==> src/common/jts_consts.svh <==
// Constants for the test access port block: instruction codes, widths,
// capture pattern and synchroniser reset level.
// Assumes it is included by bare name from the package and the modules.
//
// Functional notes
// - Bypass code inserts one-bit bypass register
// - All-ones instruction scan decodes as bypass
// - Identification code shifts identification register out
// - Sample serial input on test-clock rising edges
// - Serial output changes on test-clock falling edges
// - Serial output high-impedance unless shifting
// - Power-up reset resets test port; no pin
// - Subset instructions, still proper chain member
// - Pins dedicated to test by default
// - Disabled test function turns pins into GPIO
// - Pin logic stays usable as buried logic
`ifndef JTS_CONSTS_SVH
`define JTS_CONSTS_SVH

`define JTS_IR_W          4
`define JTS_ID_W          32
`define JTS_IR_BYPASS     4'hF
`define JTS_IR_IDCODE     4'h1
`define JTS_IR_CAPTURE    4'h1
`define JTS_BYPASS_CAP    1'h0
`define JTS_SYNC_RESET    4'hF

`endif

==> src/common/jts_pkg.sv <==
// Types of the test access port block: controller states, pin bundle and
// the register images of both modules.
// Assumes jts_consts.svh is reachable on the include path.
`include "jts_consts.svh"

package jts_pkg;

    typedef enum logic [3:0] {
        st_reset, st_idle, st_sel_dr, st_cap_dr, st_sh_dr, st_ex1_dr, st_pa_dr,
        st_ex2_dr, st_upd_dr, st_sel_ir, st_cap_ir, st_sh_ir, st_ex1_ir, st_pa_ir,
        st_ex2_ir, st_upd_ir
    } jts_tap_state_t;

    // One bit per test-port pin slot
    typedef struct packed {
        logic tck;
        logic tms;
        logic tdi;
        logic tdo;
    } jts_pins_t;

    typedef struct packed {
        jts_pins_t meta;
        jts_pins_t stable;
    } jts_sync_state_t;

    typedef struct packed {
        jts_tap_state_t             tap;
        logic [`JTS_IR_W-1:0]       ir;
        logic [`JTS_IR_W-1:0]       ir_sh;
        logic [`JTS_ID_W-1:0]       dr_sh;
        logic                       tck_prev;
        logic                       dedicated;
        jts_pins_t                  pin_out;
        jts_pins_t                  pin_oe_n;
        jts_pins_t                  gpio_in;
    } jts_state_t;

endpackage

==> src/jts_sync.sv <==
// Two-stage synchroniser for the four test-port pin inputs.
// Assumes pins are asynchronous to ref_clk; only the second stage is read.
`timescale 1ns/1ps
`default_nettype none
`include "jts_consts.svh"

module jts_sync (
    input  wire logic           ref_clk,
    input  wire logic           rst_n,
    input  wire jts_pkg::jts_pins_t d,
    output jts_pkg::jts_pins_t  q
);

    jts_pkg::jts_sync_state_t st;
    jts_pkg::jts_sync_state_t next_st;

    always_comb begin
        next_st.meta   = d;
        next_st.stable = st.meta;
    end

    // Resets to high, the idle level of pulled-up test pins
    always_ff @(posedge ref_clk or negedge rst_n) begin
        if (!rst_n) begin
            st <= {`JTS_SYNC_RESET, `JTS_SYNC_RESET};
        end else begin
            st <= next_st;
        end
    end

    assign q = st.stable;

endmodule
`default_nettype wire

==> src/jts_tap.sv <==
// Test access port with bypass and identification instructions, sampled
// off the system clock, plus the pin-sharing logic for the four port pins.
// Assumes ref_clk is well above four times the test clock rate and that
// cfg_jtag_off comes from configuration logic on ref_clk.
`timescale 1ns/1ps
`default_nettype none
`include "jts_consts.svh"

module jts_tap #(
    // Arbitrary identification value; bit 0 set as the chain protocol demands
    parameter logic [`JTS_ID_W-1:0] ID_VALUE = 32'h0ABC_D001
) (
    input  wire logic               ref_clk,
    input  wire logic               rst_n,
    input  wire logic               cfg_jtag_off,
    input  wire jts_pkg::jts_pins_t pin_in,
    output jts_pkg::jts_pins_t      pin_out,
    output jts_pkg::jts_pins_t      pin_oe_n,
    input  wire jts_pkg::jts_pins_t user_out,
    input  wire jts_pkg::jts_pins_t user_oe_n,
    output jts_pkg::jts_pins_t      gpio_in,
    output jts_pkg::jts_tap_state_t tap_state,
    output logic [`JTS_IR_W-1:0]    instr
);

    ////////////////////////////////////////////////////////////////////////
    // Functions

    // Standard sixteen-state walk, advanced on test-clock rising edges
    function automatic jts_pkg::jts_tap_state_t tap_next(
        input jts_pkg::jts_tap_state_t s,
        input logic                    tms
    );
        jts_pkg::jts_tap_state_t n;
        n = s;
        case (s)
            jts_pkg::st_reset:  n = tms ? jts_pkg::st_reset  : jts_pkg::st_idle;
            jts_pkg::st_idle:   n = tms ? jts_pkg::st_sel_dr : jts_pkg::st_idle;
            jts_pkg::st_sel_dr: n = tms ? jts_pkg::st_sel_ir : jts_pkg::st_cap_dr;
            jts_pkg::st_cap_dr: n = tms ? jts_pkg::st_ex1_dr : jts_pkg::st_sh_dr;
            jts_pkg::st_sh_dr:  n = tms ? jts_pkg::st_ex1_dr : jts_pkg::st_sh_dr;
            jts_pkg::st_ex1_dr: n = tms ? jts_pkg::st_upd_dr : jts_pkg::st_pa_dr;
            jts_pkg::st_pa_dr:  n = tms ? jts_pkg::st_ex2_dr : jts_pkg::st_pa_dr;
            jts_pkg::st_ex2_dr: n = tms ? jts_pkg::st_upd_dr : jts_pkg::st_sh_dr;
            jts_pkg::st_upd_dr: n = tms ? jts_pkg::st_sel_dr : jts_pkg::st_idle;
            jts_pkg::st_sel_ir: n = tms ? jts_pkg::st_reset  : jts_pkg::st_cap_ir;
            jts_pkg::st_cap_ir: n = tms ? jts_pkg::st_ex1_ir : jts_pkg::st_sh_ir;
            jts_pkg::st_sh_ir:  n = tms ? jts_pkg::st_ex1_ir : jts_pkg::st_sh_ir;
            jts_pkg::st_ex1_ir: n = tms ? jts_pkg::st_upd_ir : jts_pkg::st_pa_ir;
            jts_pkg::st_pa_ir:  n = tms ? jts_pkg::st_ex2_ir : jts_pkg::st_pa_ir;
            jts_pkg::st_ex2_ir: n = tms ? jts_pkg::st_upd_ir : jts_pkg::st_sh_ir;
            jts_pkg::st_upd_ir: n = tms ? jts_pkg::st_sel_dr : jts_pkg::st_idle;
            default:            n = jts_pkg::st_reset;
        endcase
        return n;
    endfunction

    // Only the identification code is decoded; every other code is bypass
    function automatic logic sel_id(input logic [`JTS_IR_W-1:0] ir);
        return ir == `JTS_IR_IDCODE;
    endfunction

    ////////////////////////////////////////////////////////////////////////
    // Pin synchronisers

    jts_pkg::jts_pins_t sync_pins;

    jts_sync u_sync (
        .ref_clk (ref_clk),
        .rst_n   (rst_n),
        .d       (pin_in),
        .q       (sync_pins)
    );

    ////////////////////////////////////////////////////////////////////////
    // State

    jts_pkg::jts_state_t st;
    jts_pkg::jts_state_t next_st;

    logic tck_rise;
    logic tck_fall;

    assign tck_rise = sync_pins.tck & ~st.tck_prev;
    assign tck_fall = ~sync_pins.tck & st.tck_prev;

    always_comb begin
        next_st           = st;
        next_st.tck_prev  = sync_pins.tck;
        // Pin levels always reach the fabric, so the pin cells stay usable
        next_st.gpio_in   = sync_pins;
        next_st.dedicated = ~cfg_jtag_off;

        if (!st.dedicated) begin
            // Port held in reset while the pins serve as general I/O
            next_st.tap      = jts_pkg::st_reset;
            next_st.ir       = `JTS_IR_IDCODE;
            next_st.pin_out  = user_out;
            next_st.pin_oe_n = user_oe_n;
        end else begin
            // Input slots never driven while dedicated
            next_st.pin_out.tck  = 1'b0;
            next_st.pin_out.tms  = 1'b0;
            next_st.pin_out.tdi  = 1'b0;
            next_st.pin_oe_n.tck = 1'b1;
            next_st.pin_oe_n.tms = 1'b1;
            next_st.pin_oe_n.tdi = 1'b1;

            if (tck_rise) begin
                case (st.tap)
                    jts_pkg::st_reset: begin
                        next_st.ir = `JTS_IR_IDCODE;
                    end
                    jts_pkg::st_cap_ir: begin
                        next_st.ir_sh = `JTS_IR_CAPTURE;
                    end
                    jts_pkg::st_sh_ir: begin
                        // Holding the input high through the scan loads all ones
                        next_st.ir_sh = {sync_pins.tdi, st.ir_sh[`JTS_IR_W-1:1]};
                    end
                    jts_pkg::st_upd_ir: begin
                        next_st.ir = st.ir_sh;
                    end
                    jts_pkg::st_cap_dr: begin
                        if (sel_id(st.ir)) begin
                            next_st.dr_sh = ID_VALUE;
                        end else begin
                            next_st.dr_sh[0] = `JTS_BYPASS_CAP;
                        end
                    end
                    jts_pkg::st_sh_dr: begin
                        if (sel_id(st.ir)) begin
                            next_st.dr_sh = {sync_pins.tdi, st.dr_sh[`JTS_ID_W-1:1]};
                        end else begin
                            // One stage only, so the chain length stays fixed
                            next_st.dr_sh[0] = sync_pins.tdi;
                        end
                    end
                    default: begin
                        next_st.ir = st.ir;
                    end
                endcase
                next_st.tap = tap_next(st.tap, sync_pins.tms);
                // Instruction is forced on the very edge that enters reset, so the
                // port never sits in reset with a stale instruction
                if (next_st.tap == jts_pkg::st_reset) begin
                    next_st.ir = `JTS_IR_IDCODE;
                end
            end

            if (tck_fall) begin
                if (st.tap == jts_pkg::st_sh_ir) begin
                    next_st.pin_out.tdo  = st.ir_sh[0];
                    next_st.pin_oe_n.tdo = 1'b0;
                end else if (st.tap == jts_pkg::st_sh_dr) begin
                    next_st.pin_out.tdo  = st.dr_sh[0];
                    next_st.pin_oe_n.tdo = 1'b0;
                end else begin
                    next_st.pin_oe_n.tdo = 1'b1;
                end
            end else if (st.tap == jts_pkg::st_reset) begin
                // Covers the hand-back from general I/O without a clock edge
                next_st.pin_oe_n.tdo = 1'b1;
            end
        end
    end

    ////////////////////////////////////////////////////////////////////////
    // Registers; power-up reset is the only reset input; TMS held high and cfg_jtag_off also put the port in reset

    always_ff @(posedge ref_clk or negedge rst_n) begin
        if (!rst_n) begin
            st.tap       <= jts_pkg::st_reset;
            st.ir        <= `JTS_IR_IDCODE;
            st.ir_sh     <= '0;
            st.dr_sh     <= '0;
            st.tck_prev  <= 1'b1;
            st.dedicated <= 1'b1;
            st.pin_out   <= '0;
            st.pin_oe_n  <= `JTS_SYNC_RESET;
            st.gpio_in   <= `JTS_SYNC_RESET;
        end else begin
            st <= next_st;
        end
    end

    assign pin_out   = st.pin_out;
    assign pin_oe_n  = st.pin_oe_n;
    assign gpio_in   = st.gpio_in;
    assign tap_state = st.tap;
    assign instr     = st.ir;

endmodule
`default_nettype wire

==> config.mk <==
export PLATFORM = sky130hd
export DESIGN_NAME = jts_tap
export DESIGN_NICKNAME = d
export VERILOG_FILES = /design/src/common/jts_pkg.sv /design/src/jts_sync.sv /design/src/jts_tap.sv
export VERILOG_INCLUDE_DIRS = /design/src /design/src/common
export SDC_FILE = /design/constraint.sdc
export NUM_CORES = 1
export LEC_CHECK = 0
export BUFFER_PORTS_ARGS = -buffer_cell sky130_fd_sc_hd__buf_4
export CAP_MARGIN = 30
export CORE_MARGIN = 1.5
export CORE_UTILIZATION = 55
export DETAILED_ROUTE_END_ITERATION = 7
export PLACE_DENSITY = 0.81
export SKIP_CTS_REPAIR_TIMING = 1
export SLEW_MARGIN = 10
export SYNTH_ARGS = -nofsm -noshare
export SYNTH_HDL_FRONTEND = slang
export SYNTH_SLANG_ARGS = --single-unit
export TNS_END_PERCENT = 1
==> constraint.sdc <==
create_clock -name ref_clk -period 3.57 [get_ports ref_clk]
set_clock_uncertainty 0.1 [all_clocks]
set_input_delay 0.5355 -clock ref_clk [delete_from_list [all_inputs] [get_ports ref_clk]]
set_output_delay 0.5355 -clock ref_clk [all_outputs]
set_load 0.05 [all_outputs]
==> results.md <==
* Commonest cells post-synth: nand2_1 (52), dfrtp_1 (47), o21ai_0 (23)
* Synth Area in Compound Gates at 0.148
* CP top delay family: flip-flops
* F_max at 426 MHz
* Crit-path slowest cell: dfrtp_1
* H-tree levels at 3
* Ys Warns at 0
* Root Buffer: clkbuf_8
* Initial DRC Count at 190
* Most used flip-flop cell after synthesis: dfrtp_1
* LEAKAGE at 1.40 nW
* Die width at 75.3 um
* Post-route ant nets at 0
* Initial Util at 0.567
* Largest family of logic cells by synthesized area: simple AND/OR/NAND/NOR gates
* Worst-path fanout max at 35
* Diodes inserted at 0
* Mapped Area at 2880 um2
* Wire per inst at 13.8 um
* Slew @ Worst Pin at 0.783 ns
* Length of the first detailed-routing pass in iterations at 4
* Nets at 306
* Worst path arrival time at 2.44 ns
* EDFF count, synth at 0
* Clock sinks at 65
* Status: finished clean
* Final setup violation count at 0
* Slew Viols, Final at 0
* Initial antenna violation count at 0
* Yosys top cell area share at 0.409
* Routed wire length at 5050 um
* CTS max path bufs at 2
* Critical Path Max Stage Delay at 0.70 ns
* Syn Area/Cell at 10.2 um2
* Number of remaining DRC errors at 0
* Global-route wire length before repair at 8100 um
* Vias at 1935
* Via-per-instance ratio at 5.29
* Die height at 75.3 um
* RSZ-0062 raised after global routing: false
* Synth Area in XOR/XNOR at 0.00304
* Final Core Density at 0.633
* Number of global-route vias before repair at 1742
* Gr usage total at 0.198
* Max Cap Viol at 0
* Met1 Routed Length at 2410 um
* Minimum clock period at 2.35 ns
* Final GP Congestion at 0.825
* Min-delay worst type: input pin to async pin
* Met3 Wirelength at 283 um
* Max Used Layer: met4
* Number of synthesized register bits at 65
* Synth area leader: dfrtp_1
* Total gr overflow at 0
* Share of cells above drive strength 1 at 0.277
* Port bufs at 34
* Post-Syn Instances at 281
* CP Launch Point: tap_state[2]$_DFFE_PN0P_
* Critical Path End Type: flop
* Worst setup SP type: flop
* Largest net degree at the start of global routing at 66
* CTS tree: yes
* Post-Synth Simple-Gate Area at 0.178
* Cell with the most instances after synthesis: nand2_1
* Setup CP Type: flop to flop
* Final Hold Viols at 0
* Cell variety after synth at 47
* Rel. slew slack at 0.478
* Layout area overhead at 11.6%
* DP HPWL at 3160 um
* I/O pin count at 35
* Cells on worst reg2reg path at 5
* Post-synthesis sequential area ratio at 0.573
* Num CTS Buffers at 9
* Ranking of synthesized cells by area: dfrtp_1 (41%), dfstp_2 (16%), nand2_1 (6.8%)
* Core Box Area at 5070 um2
* Pwr/cell area at 443 nW/um2
* Async SR Flop Fraction at 1.00
* Clock slew at reported path FFs at 0.07 ns
* Rows at 26
* Die area at 5670 um2
* Clk_lat worst skew at 0.33 ns
* Reg2reg setup slack at 1.22 ns
* Met2 wire length at 2230 um
* TNS Setup at 0 ns
* Worst R2R Start: tap_state[2]$_DFFE_PN0P_
* Crit-path cells: or3b_1 -> a2111o_1 -> buf_16 -> nand2_1 -> o21ai_0
* Synth Area in Adders at 0
* Buf/Inv on CP at 1
* Worst path required time at 3.66 ns
* Mux share of post-synthesis cell area at 0.00783
* Final worst path period share at 0.658
* Syn Nets at 296
* Reg-to-Reg End: st[45]$_DFFE_PN0P_
* Peak supply drop at 0.371 mV
## worst register-to-register path, cell delays in order (launching register included)
cell      delay (ns)
dfrtp_1         0.70
or3b_1          0.42
a2111o_1        0.58
buf_16          0.26
nand2_1         0.07
o21ai_0         0.07
## through the flow
stage	cell area [um2]	hold WS, ns	setup WS, ns	total power, W	cells
after detailed placement	3040	0.247	1.23	0.000890	350
after floorplan	2880	0.140	1.55	0.000856	281
final	3210	0.168	1.22	0.00142	366
after global placement	3010	0.245	1.04	0.000887	349
after global routing	3210	0.182	1.07	0.00148	366
after CTS	3210	0.191	1.23	0.00144	366
## registers in the layout, summed over array words and instances (netlist names)
signal          flops
pin_oe_n            4
u_sync.next_st      4
tap_state           4
u_sync.q            4
st                 37
instr               4
pin_out             4
gpio_in             4
## cell families after synthesis
| group | after synthesis |
|---|---|
| buffers and inverters | 46 |
| muxes | 2 |
| and+or+nand+nor | 101 |
| xor gates and xnor gates | 1 |
| AOI/OAI and AO/OA | 66 |
| DFF | 65 |
## metal layers
metal  track usage  up-vias
li1              -      960
met1         0.274      918
met2         0.274       47
met3        0.0780       10
met4        0.0933        0
met5             0        -
## how the worst max path moves through the flow
stage / end / depth (start not counted)
6_report: st[45]$_DFFE_PN0P_ / 5
5_1_grt: st[43]$_DFFE_PN0P_ / 4
4_1_cts: st[45]$_DFFE_PN0P_ / 5
3_5_place_dp: st[45]$_DFFE_PN0P_ / 5
3_3_place_gp: st[31]$_DFFE_PN0P_ / 3
2_1_floorplan: st[20]$_DFFE_PN0P_ / 6
## placed cells by master, fill, tap and decap left out, drive strengths merged, types with 2 or more instances in the layout
cell type and count:
or3b 3, nand3b 2, o21ai 33, nand2b 2, a211oi 2, nand2 52
o22a 5, a31oi 3, o211ai 2, or2 4, a22o 6, nand4 3
or4b 2, nor2b 9, a21oi 4, dfrtp 47, clkbuf 13, nand3 3
buf 38, clkinv 3, inv 7, mux2 2, nor3 6, dfstp 18
o221ai 2, nor4 2, nor2 9
## power breakdown
group / switching [W] / leakage [nW] / total [W] / internal (W)
registers: 0.0000140 / 0.840 / 0.000774 / 0.000760
clock network: 0.000260 / 0.0932 / 0.000547 / 0.000287
logic: 0.0000672 / 0.463 / 0.000102 / 0.0000347
## final cells by class
class	count	area, um2
sequential	65	1650
multi-input combinational	170	968
tap	70	87.6
clock buffer	13	159
inverter	7	26.3
timing repair buffer	38	305
clock inverter	3	15.0
fill	419	1860
No activity file was read; power rests on OpenSTA's default activity.
